## src/san_pkg.sv

```systemverilog
// shared constants for the serial gigabit auto-negotiation control block
package san_pkg;
  localparam int ADDR_W = 21;
  localparam int DATA_W = 16;

  // register addresses
  localparam logic [20:0] CTL_OFS = 21'h1f8001;
  localparam logic [20:0] STS_OFS = 21'h1f8002;
  localparam logic [20:0] ADV_OFS = 21'h1f0004;
  localparam logic [20:0] PBA_OFS = 21'h1f0005;
  localparam logic [20:0] DBG_OFS = 21'h1f8003;

  // control field positions
  localparam int CTL_INTEN_BIT = 0;
  localparam int CTL_MODE_LSB  = 1;
  localparam int CTL_ROLE_BIT  = 3;
  localparam int CTL_LINK_BIT  = 4;
  localparam logic [15:0] CTL_WMASK = 16'h001f;
  localparam logic [15:0] CTL_RST   = 16'h0004;

  // status field positions
  localparam int STS_DONE_BIT = 0;
  localparam int STS_DPX_BIT  = 1;
  localparam int STS_SPD_LSB  = 2;
  localparam int STS_LINK_BIT = 4;
  localparam logic [15:0] STS_RST = 16'h0000;
  localparam logic [15:0] ADV_RST = 16'h0000;
  localparam logic [15:0] PBA_RST = 16'h0000;

  // pcs mode codes
  localparam logic [1:0] MODE_SERDES = 2'b00;
  localparam logic [1:0] MODE_SGMII  = 2'b10;

  // link configuration word fields
  localparam int CW_SEL_BIT  = 0;
  localparam int CW_SPD_LSB  = 10;
  localparam int CW_DPX_BIT  = 12;
  localparam int CW_ACK_BIT  = 14;
  localparam int CW_LINK_BIT = 15;

  // negotiation timing
  localparam logic [1:0] MATCH_CNT = 2'h3;
  localparam int BREAK_CYC = 16;
  localparam int CLK_NS = 8;
  localparam int LINK_TMR_NS = 1600000;
  localparam int LINK_TMR_CYC = (LINK_TMR_NS + CLK_NS - 1) / CLK_NS;
  localparam int TMR_W = 18;
endpackage

```

## src/san_an_if.sv

```systemverilog
// carrier between the negotiation core and its register helpers
`timescale 1ns/100ps
interface san_an_if;
  logic        ctl_wr;
  logic        adv_wr;
  logic        sts_wr;
  logic [15:0] wdata;
  logic [15:0] ctl_pend;
  logic [15:0] ctl_act;
  logic        apply;
  logic        done;
  logic        sgmii;
  logic [15:0] rx_word;
  logic [15:0] sts;
  logic [15:0] pba;

  modport shadow (
    input  ctl_wr, adv_wr, wdata,
    output ctl_pend, ctl_act, apply
  );
  modport capture (
    input  done, sgmii, rx_word, sts_wr, wdata,
    output sts, pba
  );
  modport core (
    output ctl_wr, adv_wr, sts_wr, wdata, done, sgmii, rx_word,
    input  ctl_pend, ctl_act, apply, sts, pba
  );
endinterface

```

## src/san_autoneg_top.sv

```systemverilog
// serial gigabit auto-negotiation core with its register port
// Function
// - control writes take effect on advertisement write
// - bit 3 picks mac-side or phy-side role
// - bits 2:1 pick serdes or sgmii negotiation
// - bit 0 lets completion drive interrupt
// - status bit 4 shows partner link state
// - status bits 3:2 show partner speed
// - status bit 1 shows partner duplex
// - completion flag sticky, cleared by writing zero
// - completion flag ignores interrupt enable
// - serdes results go to partner ability word
`timescale 1ns/100ps
module san_autoneg_top #(
  parameter int unsigned LINK_TMR_CYC = san_pkg::LINK_TMR_CYC
) (
  // clock and reset
  input  wire logic        clk_i,
  input  wire logic        rst_b_i,
  // register port
  input  wire logic [20:0] addr_i,
  input  wire logic [15:0] wr_data_i,
  input  wire logic        wr_i,
  input  wire logic        rd_i,
  output logic      [15:0] rd_data_o,
  // receive side of the pcs
  input  wire logic        rx_sync_i,
  input  wire logic        rx_cfg_valid_i,
  input  wire logic [15:0] rx_cfg_word_i,
  // transmit side of the pcs
  output logic      [15:0] tx_cfg_word_o,
  output logic             tx_cfg_en_o,
  // results
  output logic             an_done_o,
  output logic             link_up_o,
  output logic      [1:0]  speed_o,
  output logic             duplex_o,
  output logic             irq_o
);
  typedef enum logic [2:0] {
    ST_BREAK,
    ST_ABILITY,
    ST_ACK,
    ST_LINKW,
    ST_UP
  } san_state_t;

  san_an_if an ();

  san_state_t       state;
  san_state_t       next_state;
  logic [15:0]      adv_word;
  logic [4:0]       brk_cnt;
  logic [san_pkg::TMR_W-1:0] tmr;
  logic [15:0]      last_word;
  logic [1:0]       match_cnt;
  logic [15:0]      abil_word;
  logic             done;
  logic [7:0]       try_cnt;
  logic [7:0]       up_cnt;
  logic [15:0]      next_tx;
  logic             restart;
  logic             matched;
  logic             ack_ok;
  logic             tmr_hit;
  logic             brk_hit;
  logic [1:0]       mode;
  logic             role_phy;
  logic             adv_link;
  logic             is_sgmii;
  logic [15:0]      ack_mask;
  logic [15:0]      ability_tx;
  logic [15:0]      next_rd_data;

  // one read-table entry per mapped register
  localparam int RD_N = 5;
  localparam logic [20:0] RD_OFS [RD_N] = '{
    san_pkg::CTL_OFS, san_pkg::STS_OFS, san_pkg::ADV_OFS,
    san_pkg::PBA_OFS, san_pkg::DBG_OFS
  };
  logic [15:0]      rd_val [RD_N];
  logic [15:0]      rd_sel [RD_N];
  logic [RD_N-1:0]  rd_hit;

  localparam logic [4:0] BRK_LAST = 5'(san_pkg::BREAK_CYC - 1);
  localparam logic [san_pkg::TMR_W-1:0] TMR_LAST =
    san_pkg::TMR_W'(LINK_TMR_CYC - 1);

  // register helpers
  san_ctl_shadow u_shadow (
    .clk_i   (clk_i),
    .rst_b_i (rst_b_i),
    .an      (an.shadow)
  );

  san_result_capture u_capture (
    .clk_i   (clk_i),
    .rst_b_i (rst_b_i),
    .an      (an.capture)
  );

  // write decode
  assign an.ctl_wr = wr_i && (addr_i == san_pkg::CTL_OFS);
  assign an.adv_wr = wr_i && (addr_i == san_pkg::ADV_OFS);
  assign an.sts_wr = wr_i && (addr_i == san_pkg::STS_OFS);
  assign an.wdata  = wr_data_i;
  assign an.done   = done;
  assign an.sgmii  = is_sgmii;
  assign an.rx_word = last_word;

  // only the applied control copy steers negotiation
  assign mode     = an.ctl_act[san_pkg::CTL_MODE_LSB +: 2];
  assign role_phy = an.ctl_act[san_pkg::CTL_ROLE_BIT];
  assign adv_link = an.ctl_act[san_pkg::CTL_LINK_BIT];
  // reserved codes fall back to serdes framing
  assign is_sgmii = (mode == san_pkg::MODE_SGMII);
  assign ack_mask = 16'h0001 << san_pkg::CW_ACK_BIT;

  // advertisement word; its write also releases the pending control
  always_ff @(posedge clk_i or negedge rst_b_i) begin
    if (!rst_b_i) begin
      adv_word <= san_pkg::ADV_RST;
    end else if (an.adv_wr) begin
      adv_word <= wr_data_i;
    end
  end

  // consistency tracking of received configuration words
  // only valid words count, so a partner idling between words still matches
  always_ff @(posedge clk_i or negedge rst_b_i) begin
    if (!rst_b_i) begin
      last_word <= 16'h0000;
      match_cnt <= 2'h0;
    end else if (state != next_state) begin
      match_cnt <= 2'h0;
    end else if (rx_cfg_valid_i) begin
      last_word <= rx_cfg_word_i;
      if (rx_cfg_word_i != last_word) begin
        match_cnt <= 2'h1;
      end else if (match_cnt != san_pkg::MATCH_CNT) begin
        match_cnt <= match_cnt + 2'h1;
      end
    end
  end

  assign matched = (match_cnt == san_pkg::MATCH_CNT);
  // acknowledge must repeat the ability seen earlier
  assign ack_ok = matched && last_word[san_pkg::CW_ACK_BIT] &&
                  ((last_word & ~ack_mask) == (abil_word & ~ack_mask));

  always_ff @(posedge clk_i or negedge rst_b_i) begin
    if (!rst_b_i) begin
      abil_word <= 16'h0000;
    end else if (state == ST_ABILITY && matched) begin
      abil_word <= last_word;
    end
  end

  // a new applied control or loss of sync starts over
  // apply is registered, so break starts with the new control in place
  assign restart = an.apply || !rx_sync_i;
  assign brk_hit = (brk_cnt == BRK_LAST);
  assign tmr_hit = (tmr == TMR_LAST);

  always_comb begin
    next_state = state;
    case (state)
      ST_BREAK: begin
        if (brk_hit) begin
          next_state = ST_ABILITY;
        end
      end
      ST_ABILITY: begin
        if (matched && last_word != 16'h0000) begin
          next_state = ST_ACK;
        end
      end
      ST_ACK: begin
        if (ack_ok) begin
          next_state = ST_LINKW;
        end else if (matched && last_word == 16'h0000) begin
          next_state = ST_BREAK;
        end
      end
      ST_LINKW: begin
        if (tmr_hit) begin
          next_state = ST_UP;
        end
      end
      ST_UP: begin
        // partner sending a break again means it restarted
        if (rx_cfg_valid_i && rx_cfg_word_i == 16'h0000) begin
          next_state = ST_BREAK;
        end
      end
      default: begin
        next_state = ST_BREAK;
      end
    endcase
    if (restart) begin
      next_state = ST_BREAK;
    end
  end

  always_ff @(posedge clk_i or negedge rst_b_i) begin
    if (!rst_b_i) begin
      state <= ST_BREAK;
    end else begin
      state <= next_state;
    end
  end

  // break length counter
  always_ff @(posedge clk_i or negedge rst_b_i) begin
    if (!rst_b_i) begin
      brk_cnt <= 5'h00;
    end else if (state != ST_BREAK || next_state != ST_BREAK) begin
      brk_cnt <= 5'h00;
    end else begin
      brk_cnt <= brk_cnt + 5'h01;
    end
  end

  // link timer; a parameter so simulation can shorten it
  always_ff @(posedge clk_i or negedge rst_b_i) begin
    if (!rst_b_i) begin
      tmr <= '0;
    end else if (state != ST_LINKW) begin
      tmr <= '0;
    end else if (!tmr_hit) begin
      tmr <= tmr + 1'b1;
    end
  end

  // one-cycle completion event into the result capture
  // a pulse, so a cleared flag stays clear until the next completion
  always_ff @(posedge clk_i or negedge rst_b_i) begin
    if (!rst_b_i) begin
      done <= 1'b0;
    end else begin
      done <= (state == ST_LINKW) && (next_state == ST_UP);
    end
  end

  // ability word for the selected framing
  always_comb begin
    ability_tx = 16'h0001 << san_pkg::CW_SEL_BIT;
    if (!is_sgmii) begin
      ability_tx = adv_word;
    end else if (role_phy) begin
      ability_tx = adv_word;
      ability_tx[san_pkg::CW_SEL_BIT] = 1'b1;
      // advertised link bit is purely what software wrote
      ability_tx[san_pkg::CW_LINK_BIT] = adv_link;
    end
  end

  // break sends zeros; ability omits and later states add the acknowledge bit
  always_comb begin
    next_tx = 16'h0000;
    case (state)
      ST_BREAK: begin
        next_tx = 16'h0000;
      end
      default: begin
        next_tx = ability_tx;
        next_tx[san_pkg::CW_ACK_BIT] = (state != ST_ABILITY);
      end
    endcase
  end

  always_ff @(posedge clk_i or negedge rst_b_i) begin
    if (!rst_b_i) begin
      tx_cfg_word_o <= 16'h0000;
      tx_cfg_en_o   <= 1'b1;
    end else begin
      tx_cfg_word_o <= next_tx;
      tx_cfg_en_o   <= (next_state != ST_UP);
    end
  end

  // attempt and success counters for field debugging
  always_ff @(posedge clk_i or negedge rst_b_i) begin
    if (!rst_b_i) begin
      try_cnt <= 8'h00;
    end else if (state != ST_BREAK && next_state == ST_BREAK) begin
      try_cnt <= try_cnt + 8'h01;
    end
  end

  always_ff @(posedge clk_i or negedge rst_b_i) begin
    if (!rst_b_i) begin
      up_cnt <= 8'h00;
    end else if (done) begin
      up_cnt <= up_cnt + 8'h01;
    end
  end

  // read table: an entry hits only with the strobe, so with no read or an
  // unmapped address every entry is zero and so is the read data
  assign rd_val[0] = an.ctl_pend;
  assign rd_val[1] = an.sts;
  assign rd_val[2] = adv_word;
  assign rd_val[3] = an.pba;
  assign rd_val[4] = {up_cnt[4:0], try_cnt[4:0], role_phy, mode,
                      3'(state)};

  for (genvar g = 0; g < RD_N; g++) begin : g_rd
    assign rd_hit[g] = rd_i && (addr_i == RD_OFS[g]);
    assign rd_sel[g] = rd_hit[g] ? rd_val[g] : 16'h0000;
  end

  always_comb begin
    next_rd_data = 16'h0000;
    for (int k = 0; k < RD_N; k++) begin
      next_rd_data = next_rd_data | rd_sel[k];
    end
  end

  // read data stand for one cycle only
  always_ff @(posedge clk_i or negedge rst_b_i) begin
    if (!rst_b_i) begin
      rd_data_o <= 16'h0000;
    end else begin
      rd_data_o <= next_rd_data;
    end
  end

  // result pins mirror the status flops
  assign an_done_o = an.sts[san_pkg::STS_DONE_BIT];
  assign link_up_o = an.sts[san_pkg::STS_LINK_BIT];
  assign speed_o   = an.sts[san_pkg::STS_SPD_LSB +: 2];
  assign duplex_o  = an.sts[san_pkg::STS_DPX_BIT];

  // kept combinational so the pin never lags a software clear
  // level interrupt, drops as soon as flag or enable clears
  assign irq_o = an.sts[san_pkg::STS_DONE_BIT] &
                 an.ctl_act[san_pkg::CTL_INTEN_BIT];
endmodule

```

## src/san_ctl_shadow.sv

```systemverilog
// pending and applied copies of the negotiation control register
`timescale 1ns/100ps
module san_ctl_shadow (
  // clock and reset
  input  wire logic clk_i,
  input  wire logic rst_b_i,
  // register side
  san_an_if.shadow  an
);
  always_ff @(posedge clk_i or negedge rst_b_i) begin
    if (!rst_b_i) begin
      an.ctl_pend <= san_pkg::CTL_RST;
    end else if (an.ctl_wr) begin
      an.ctl_pend <= an.wdata & san_pkg::CTL_WMASK;
    end
  end

  // the core negotiates only on the applied copy; register reads return the pending one
  always_ff @(posedge clk_i or negedge rst_b_i) begin
    if (!rst_b_i) begin
      an.ctl_act <= san_pkg::CTL_RST;
    end else if (an.adv_wr) begin
      an.ctl_act <= an.ctl_pend;
    end
  end

  // apply pulse lines up with the new applied copy
  always_ff @(posedge clk_i or negedge rst_b_i) begin
    if (!rst_b_i) begin
      an.apply <= 1'b0;
    end else begin
      an.apply <= an.adv_wr;
    end
  end
endmodule

```

## src/san_result_capture.sv

```systemverilog
// negotiation results, sticky completion flag and partner ability word
`timescale 1ns/100ps
module san_result_capture (
  // clock and reset
  input  wire logic clk_i,
  input  wire logic rst_b_i,
  // core side
  san_an_if.capture an
);
  logic       link;
  logic [1:0] speed;
  logic       duplex;
  logic       flag;

  // results decoded only from an sgmii partner
  always_ff @(posedge clk_i or negedge rst_b_i) begin
    if (!rst_b_i) begin
      link   <= 1'b0;
      speed  <= 2'b00;
      duplex <= 1'b0;
    end else if (an.done && an.sgmii) begin
      link   <= an.rx_word[san_pkg::CW_LINK_BIT];
      speed  <= an.rx_word[san_pkg::CW_SPD_LSB +: 2];
      duplex <= an.rx_word[san_pkg::CW_DPX_BIT];
    end
  end

  // 1000base-x results go to the ability word instead
  always_ff @(posedge clk_i or negedge rst_b_i) begin
    if (!rst_b_i) begin
      an.pba <= san_pkg::PBA_RST;
    end else if (an.done && !an.sgmii) begin
      an.pba <= an.rx_word;
    end
  end

  // set wins over a same-cycle clear; enable plays no part
  always_ff @(posedge clk_i or negedge rst_b_i) begin
    if (!rst_b_i) begin
      flag <= 1'b0;
    end else if (an.done) begin
      flag <= 1'b1;
    end else if (an.sts_wr && !an.wdata[san_pkg::STS_DONE_BIT]) begin
      flag <= 1'b0;
    end
  end

  assign an.sts = {11'h000, link, speed, duplex, flag};
endmodule

```

## config.mk

```make
export PLATFORM = sky130hd
export DESIGN_NAME = san_autoneg_top
export DESIGN_NICKNAME = d
export VERILOG_FILES = /design/src/san_pkg.sv /design/src/san_an_if.sv /design/src/san_autoneg_top.sv /design/src/san_ctl_shadow.sv /design/src/san_result_capture.sv
export SDC_FILE = /design/constraint.sdc
export NUM_CORES = 1
export LEC_CHECK = 0
export BUFFER_PORTS_ARGS = -buffer_cell sky130_fd_sc_hd__buf_2
export CAP_MARGIN = 40
export CORE_MARGIN = 3
export CORE_UTILIZATION = 50
export CTS_BUF_LIST = sky130_fd_sc_hd__clkbuf_4
export CTS_CLUSTER_DIAMETER = 50
export DETAILED_ROUTE_END_ITERATION = 7
export PLACE_DENSITY = 0.68
export SLEW_MARGIN = 20
export SYNTH_ARGS = -nofsm -noshare
export SYNTH_HDL_FRONTEND = slang
export SYNTH_SLANG_ARGS = --single-unit
export TNS_END_PERCENT = 50
```

## constraint.sdc

```tcl
create_clock -name clk_i -period 3 [get_ports clk_i]
set_input_delay 0.15 -clock clk_i [delete_from_list [all_inputs] [get_ports clk_i]]
set_output_delay 0.15 -clock clk_i [all_outputs]
set_load 0.02 [all_outputs]
```

==> impl_metrics.toml <==
[outcome]
status = "finished, final reports clean"

[drt]
wire_per_inst_um = 17.4
routed_via_density = 5.41
num_vias = 4991
dr.pass1.iters = 5
wl_um = 16000
drc_errors = 0
drt_iter0_drc = 379
ant_nets = 0

[finish]
fillers = 1084
multi_input_area_um2 = 2880
nNetsFinal = 798
layout_commonest_cell = "dfrtp_1"
seqCellArea_um2 = 3780
final_layout_size_suffix_gt1_share_pct = 29.1
syn_to_final_growth_pct = 21.2
layout_common_cells = "dfrtp_1 (148), buf_2 (96), nand2_1 (80)"
antenna-diode-count = 0
final_area_um2 = 8360

[critical_path]
cp_max_fo = 16
slowest_stage = "dfrtp_1"
cp-start-kind = "flip-flop"
cpPeakStageDelay_ps = 470
rrSetupSlack_ps = 340
worstPathArrival_ps = 3120
r2r-end = "an.rx_word[2]"
critPathCaptureType = "flip-flop"
rr_startpoint = "an.rx_word[2]"
path_cells = "nor4_1 -> and4_2 -> a2111oi_2 -> nor4b_4 -> nand3_1 -> mux2i_4 -> buf_12 -> mux2_2"
crit_type = "flip-flop to flip-flop"
crit_required_ps = 3460
r2r_cells = 8

[synth]
synth-compound-area-share_pct = 5.10
synthMuxAreaShare_pct = 11.2
async_flop_share_pct = 100
synthAdderAreaFrac_pct = 1.09
yosys.area_share.simple_pct = 17.3
synth.distinct_cells = 61
synth_flop_cell = "dfrtp_1"
synth_cells = 592
synth.yosys.warnings = 0
synth_edf_count = 0
synth_xor_area_share_pct = 6.98
syn_area_um2 = 6900
yosysSeqAreaShare_pct = 54.8
avgSynthCellArea_um2 = 11.7
syn_nets = 657
synth-seq-cells = 151
synth_top_family_by_area = "simple AND/OR/NAND/NOR gates"

[global_route]
antenna_found_initial = 0
grt_max_degree = 96
overflow = 0
grt_pass1_wl_um = 26200
grt_pass1_vias = 5206
track_usage_pct = 22.6

[power]
power_uw = 4570
ir_worst_vdd_mv = 0.289
leakagePower_uw = 0.00424
power_density_nw_per_um2 = 547

[sta]
final.min_clock_period_ps = 2660
period_share_pct = 88.6
clock_skew_ps = 22.2
drv_slew = 0
tightest_slew_ps = 801
rsz0062_at_grt = "false"
hold_viol_final = 0
setup_tns_ps = 0
setup_viol = 0
max_freq_ghz = 0.376
relSlewSlack_pct = 46.5

[floorplanning]
start_util_pct = 51.7
die-area_um2 = 15200
rows = 42
dieHeight_um = 123
die_x_um = 123
coreArea_um2 = 13300
io_pins = 98

[worst_hold_path]
min_from = "wr_i"
whs_endpoint = "u_shadow.an.ctl_act[2]"
hold_path_class = "primary input to flip-flop"
worstHoldPathCells = 5

[clock_network]
cts_buffer_depth = 2
cts_root_buf = "clkbuf_4"
cts_buffers = 17
worst_skew_pair.late_latency_ps = 580
cts_resized = 0
cts_tree = "done"
clk_pin_slew_worst_paths_ps = 130
cts_hold_buf = 39
cts.sinks = 151
h-tree-depth = 4
post-cts-setup-buffer-count = 0

[placement]
placed_cell_area_um2 = 7530
port_buffers = 97
place_congestion = 0.911
dp_hpwl_um = 11200

[flow_run]
max-cap-violations = 0
stage by stage:
stage / std cells / utilization [%] / hold WS, ps / setup slack [ps]
2_1_floorplan: 592 / - / -146 / 495
3_3_place_gp: 849 / 56.4 / 291 / 437
3_5_place_dp: 849 / 56.4 / 295 / 371
4_1_cts: 920 / 62.4 / 75.1 / 337
5_1_grt: 922 / 62.6 / 129 / 208
6_report: 922 / 62.6 / 118 / 341
final cells by class:
type | instances | share of cell area, %
Sequential cell | 151 | 45.2
Multi-Input combinational cell | 398 | 34.4
Timing Repair Buffer | 147 | 12.1
Clock inverter | 15 | 3.28
Tap cell | 176 | 2.63
Clock buffer | 17 | 1.53
Inverter | 18 | 0.808
metal layers:
metal | share of wire, % | GRT usage [%] | up-vias
met2 | 51 | 37.8 | 135
met5 | 0 | 0 | -
met1 | 43 | 28.8 | 2480
met4 | 2.3 | 8.51 | 0
li1 | - | - | 2346
met3 | 4.5 | 4.85 | 30
worst max-delay path, delay by kind of cell (launching register included):
family	cells	cell delay, ps
buffers and inverters	1	190
AOI/OAI and AO/OA	1	110
DFF	1	470
and+or+nand+nor	4	1250
muxes	2	530
worst max path at each step:
stage | endpoint | cells past startpoint | startpoint | slack (ps)
floorplan | an.rx_word[10] | 9 | an.rx_word[12] | 490
global route | an.rx_word[15] | 8 | an.rx_word[0] | 210
finish | an.rx_word[2] | 8 | an.rx_word[2] | 340
CTS | an.rx_word[4] | 8 | an.rx_word[2] | 340
detailed placement | an.rx_word[2] | 8 | an.rx_word[2] | 370
global placement | an.rx_word[3] | 8 | an.rx_word[2] | 440
cell usage after synthesis, types with 3 or more instances:
master	number	area share, %
o21ai_0	5	0.36
nor3b_1	4	0.44
a21oi_1	9	0.65
dfstp_2	3	1.1
nor3_1	9	0.65
a31oi_1	4	0.36
inv_1	18	0.98
mux2i_1	5	0.73
nand3b_1	3	0.33
and3_1	6	0.54
dfrtp_1	148	54
nand2_1	80	4.4
nor2_1	38	2.1
and2_1	16	1.5
nor4_1	11	1.0
mux2_4	10	2.2
xnor2_1	30	3.8
mux2_2	49	8.0
a222oi_1	11	1.6
clkbuf_1	18	0.98
nand3_1	18	1.3
xor2_1	25	3.2
nand4_1	17	1.5
ha_1	6	1.1
a221o_1	4	0.58
where the power goes:
group | switching, uW | internal (uW) | total, uW
clock network | 744 | 918 | 1660
logic | 268 | 319 | 587
registers | 170 | 2160 | 2330
total | 1180 | 3390 | 4570
cells by family (layout without fill, tap and decap cells):
family / after synthesis / after routing
xor gates and xnor gates: 55 / 55
muxes: 65 / 65
adders and majority gates: 6 / 6
AOI/OAI and AO/OA: 44 / 44
buffers and inverters: 43 / 197
DFF: 151 / 151
and+or+nand+nor: 228 / 228
sequential cells by signal, summed over array words and instances, names as in the netlist, 5 cells and up:
signal / cells
abil_word: 15
adv_word: 16
an.rx_word: 16
brk_cnt: 5
rd_data_o: 16
tmr: 18
try_cnt: 5
tx_cfg_word_o: 16
u_capture.an.pba: 16
u_shadow.an.ctl_act: 5
u_shadow.an.ctl_pend: 5
up_cnt: 5
(Power assumes the default switching activity.)
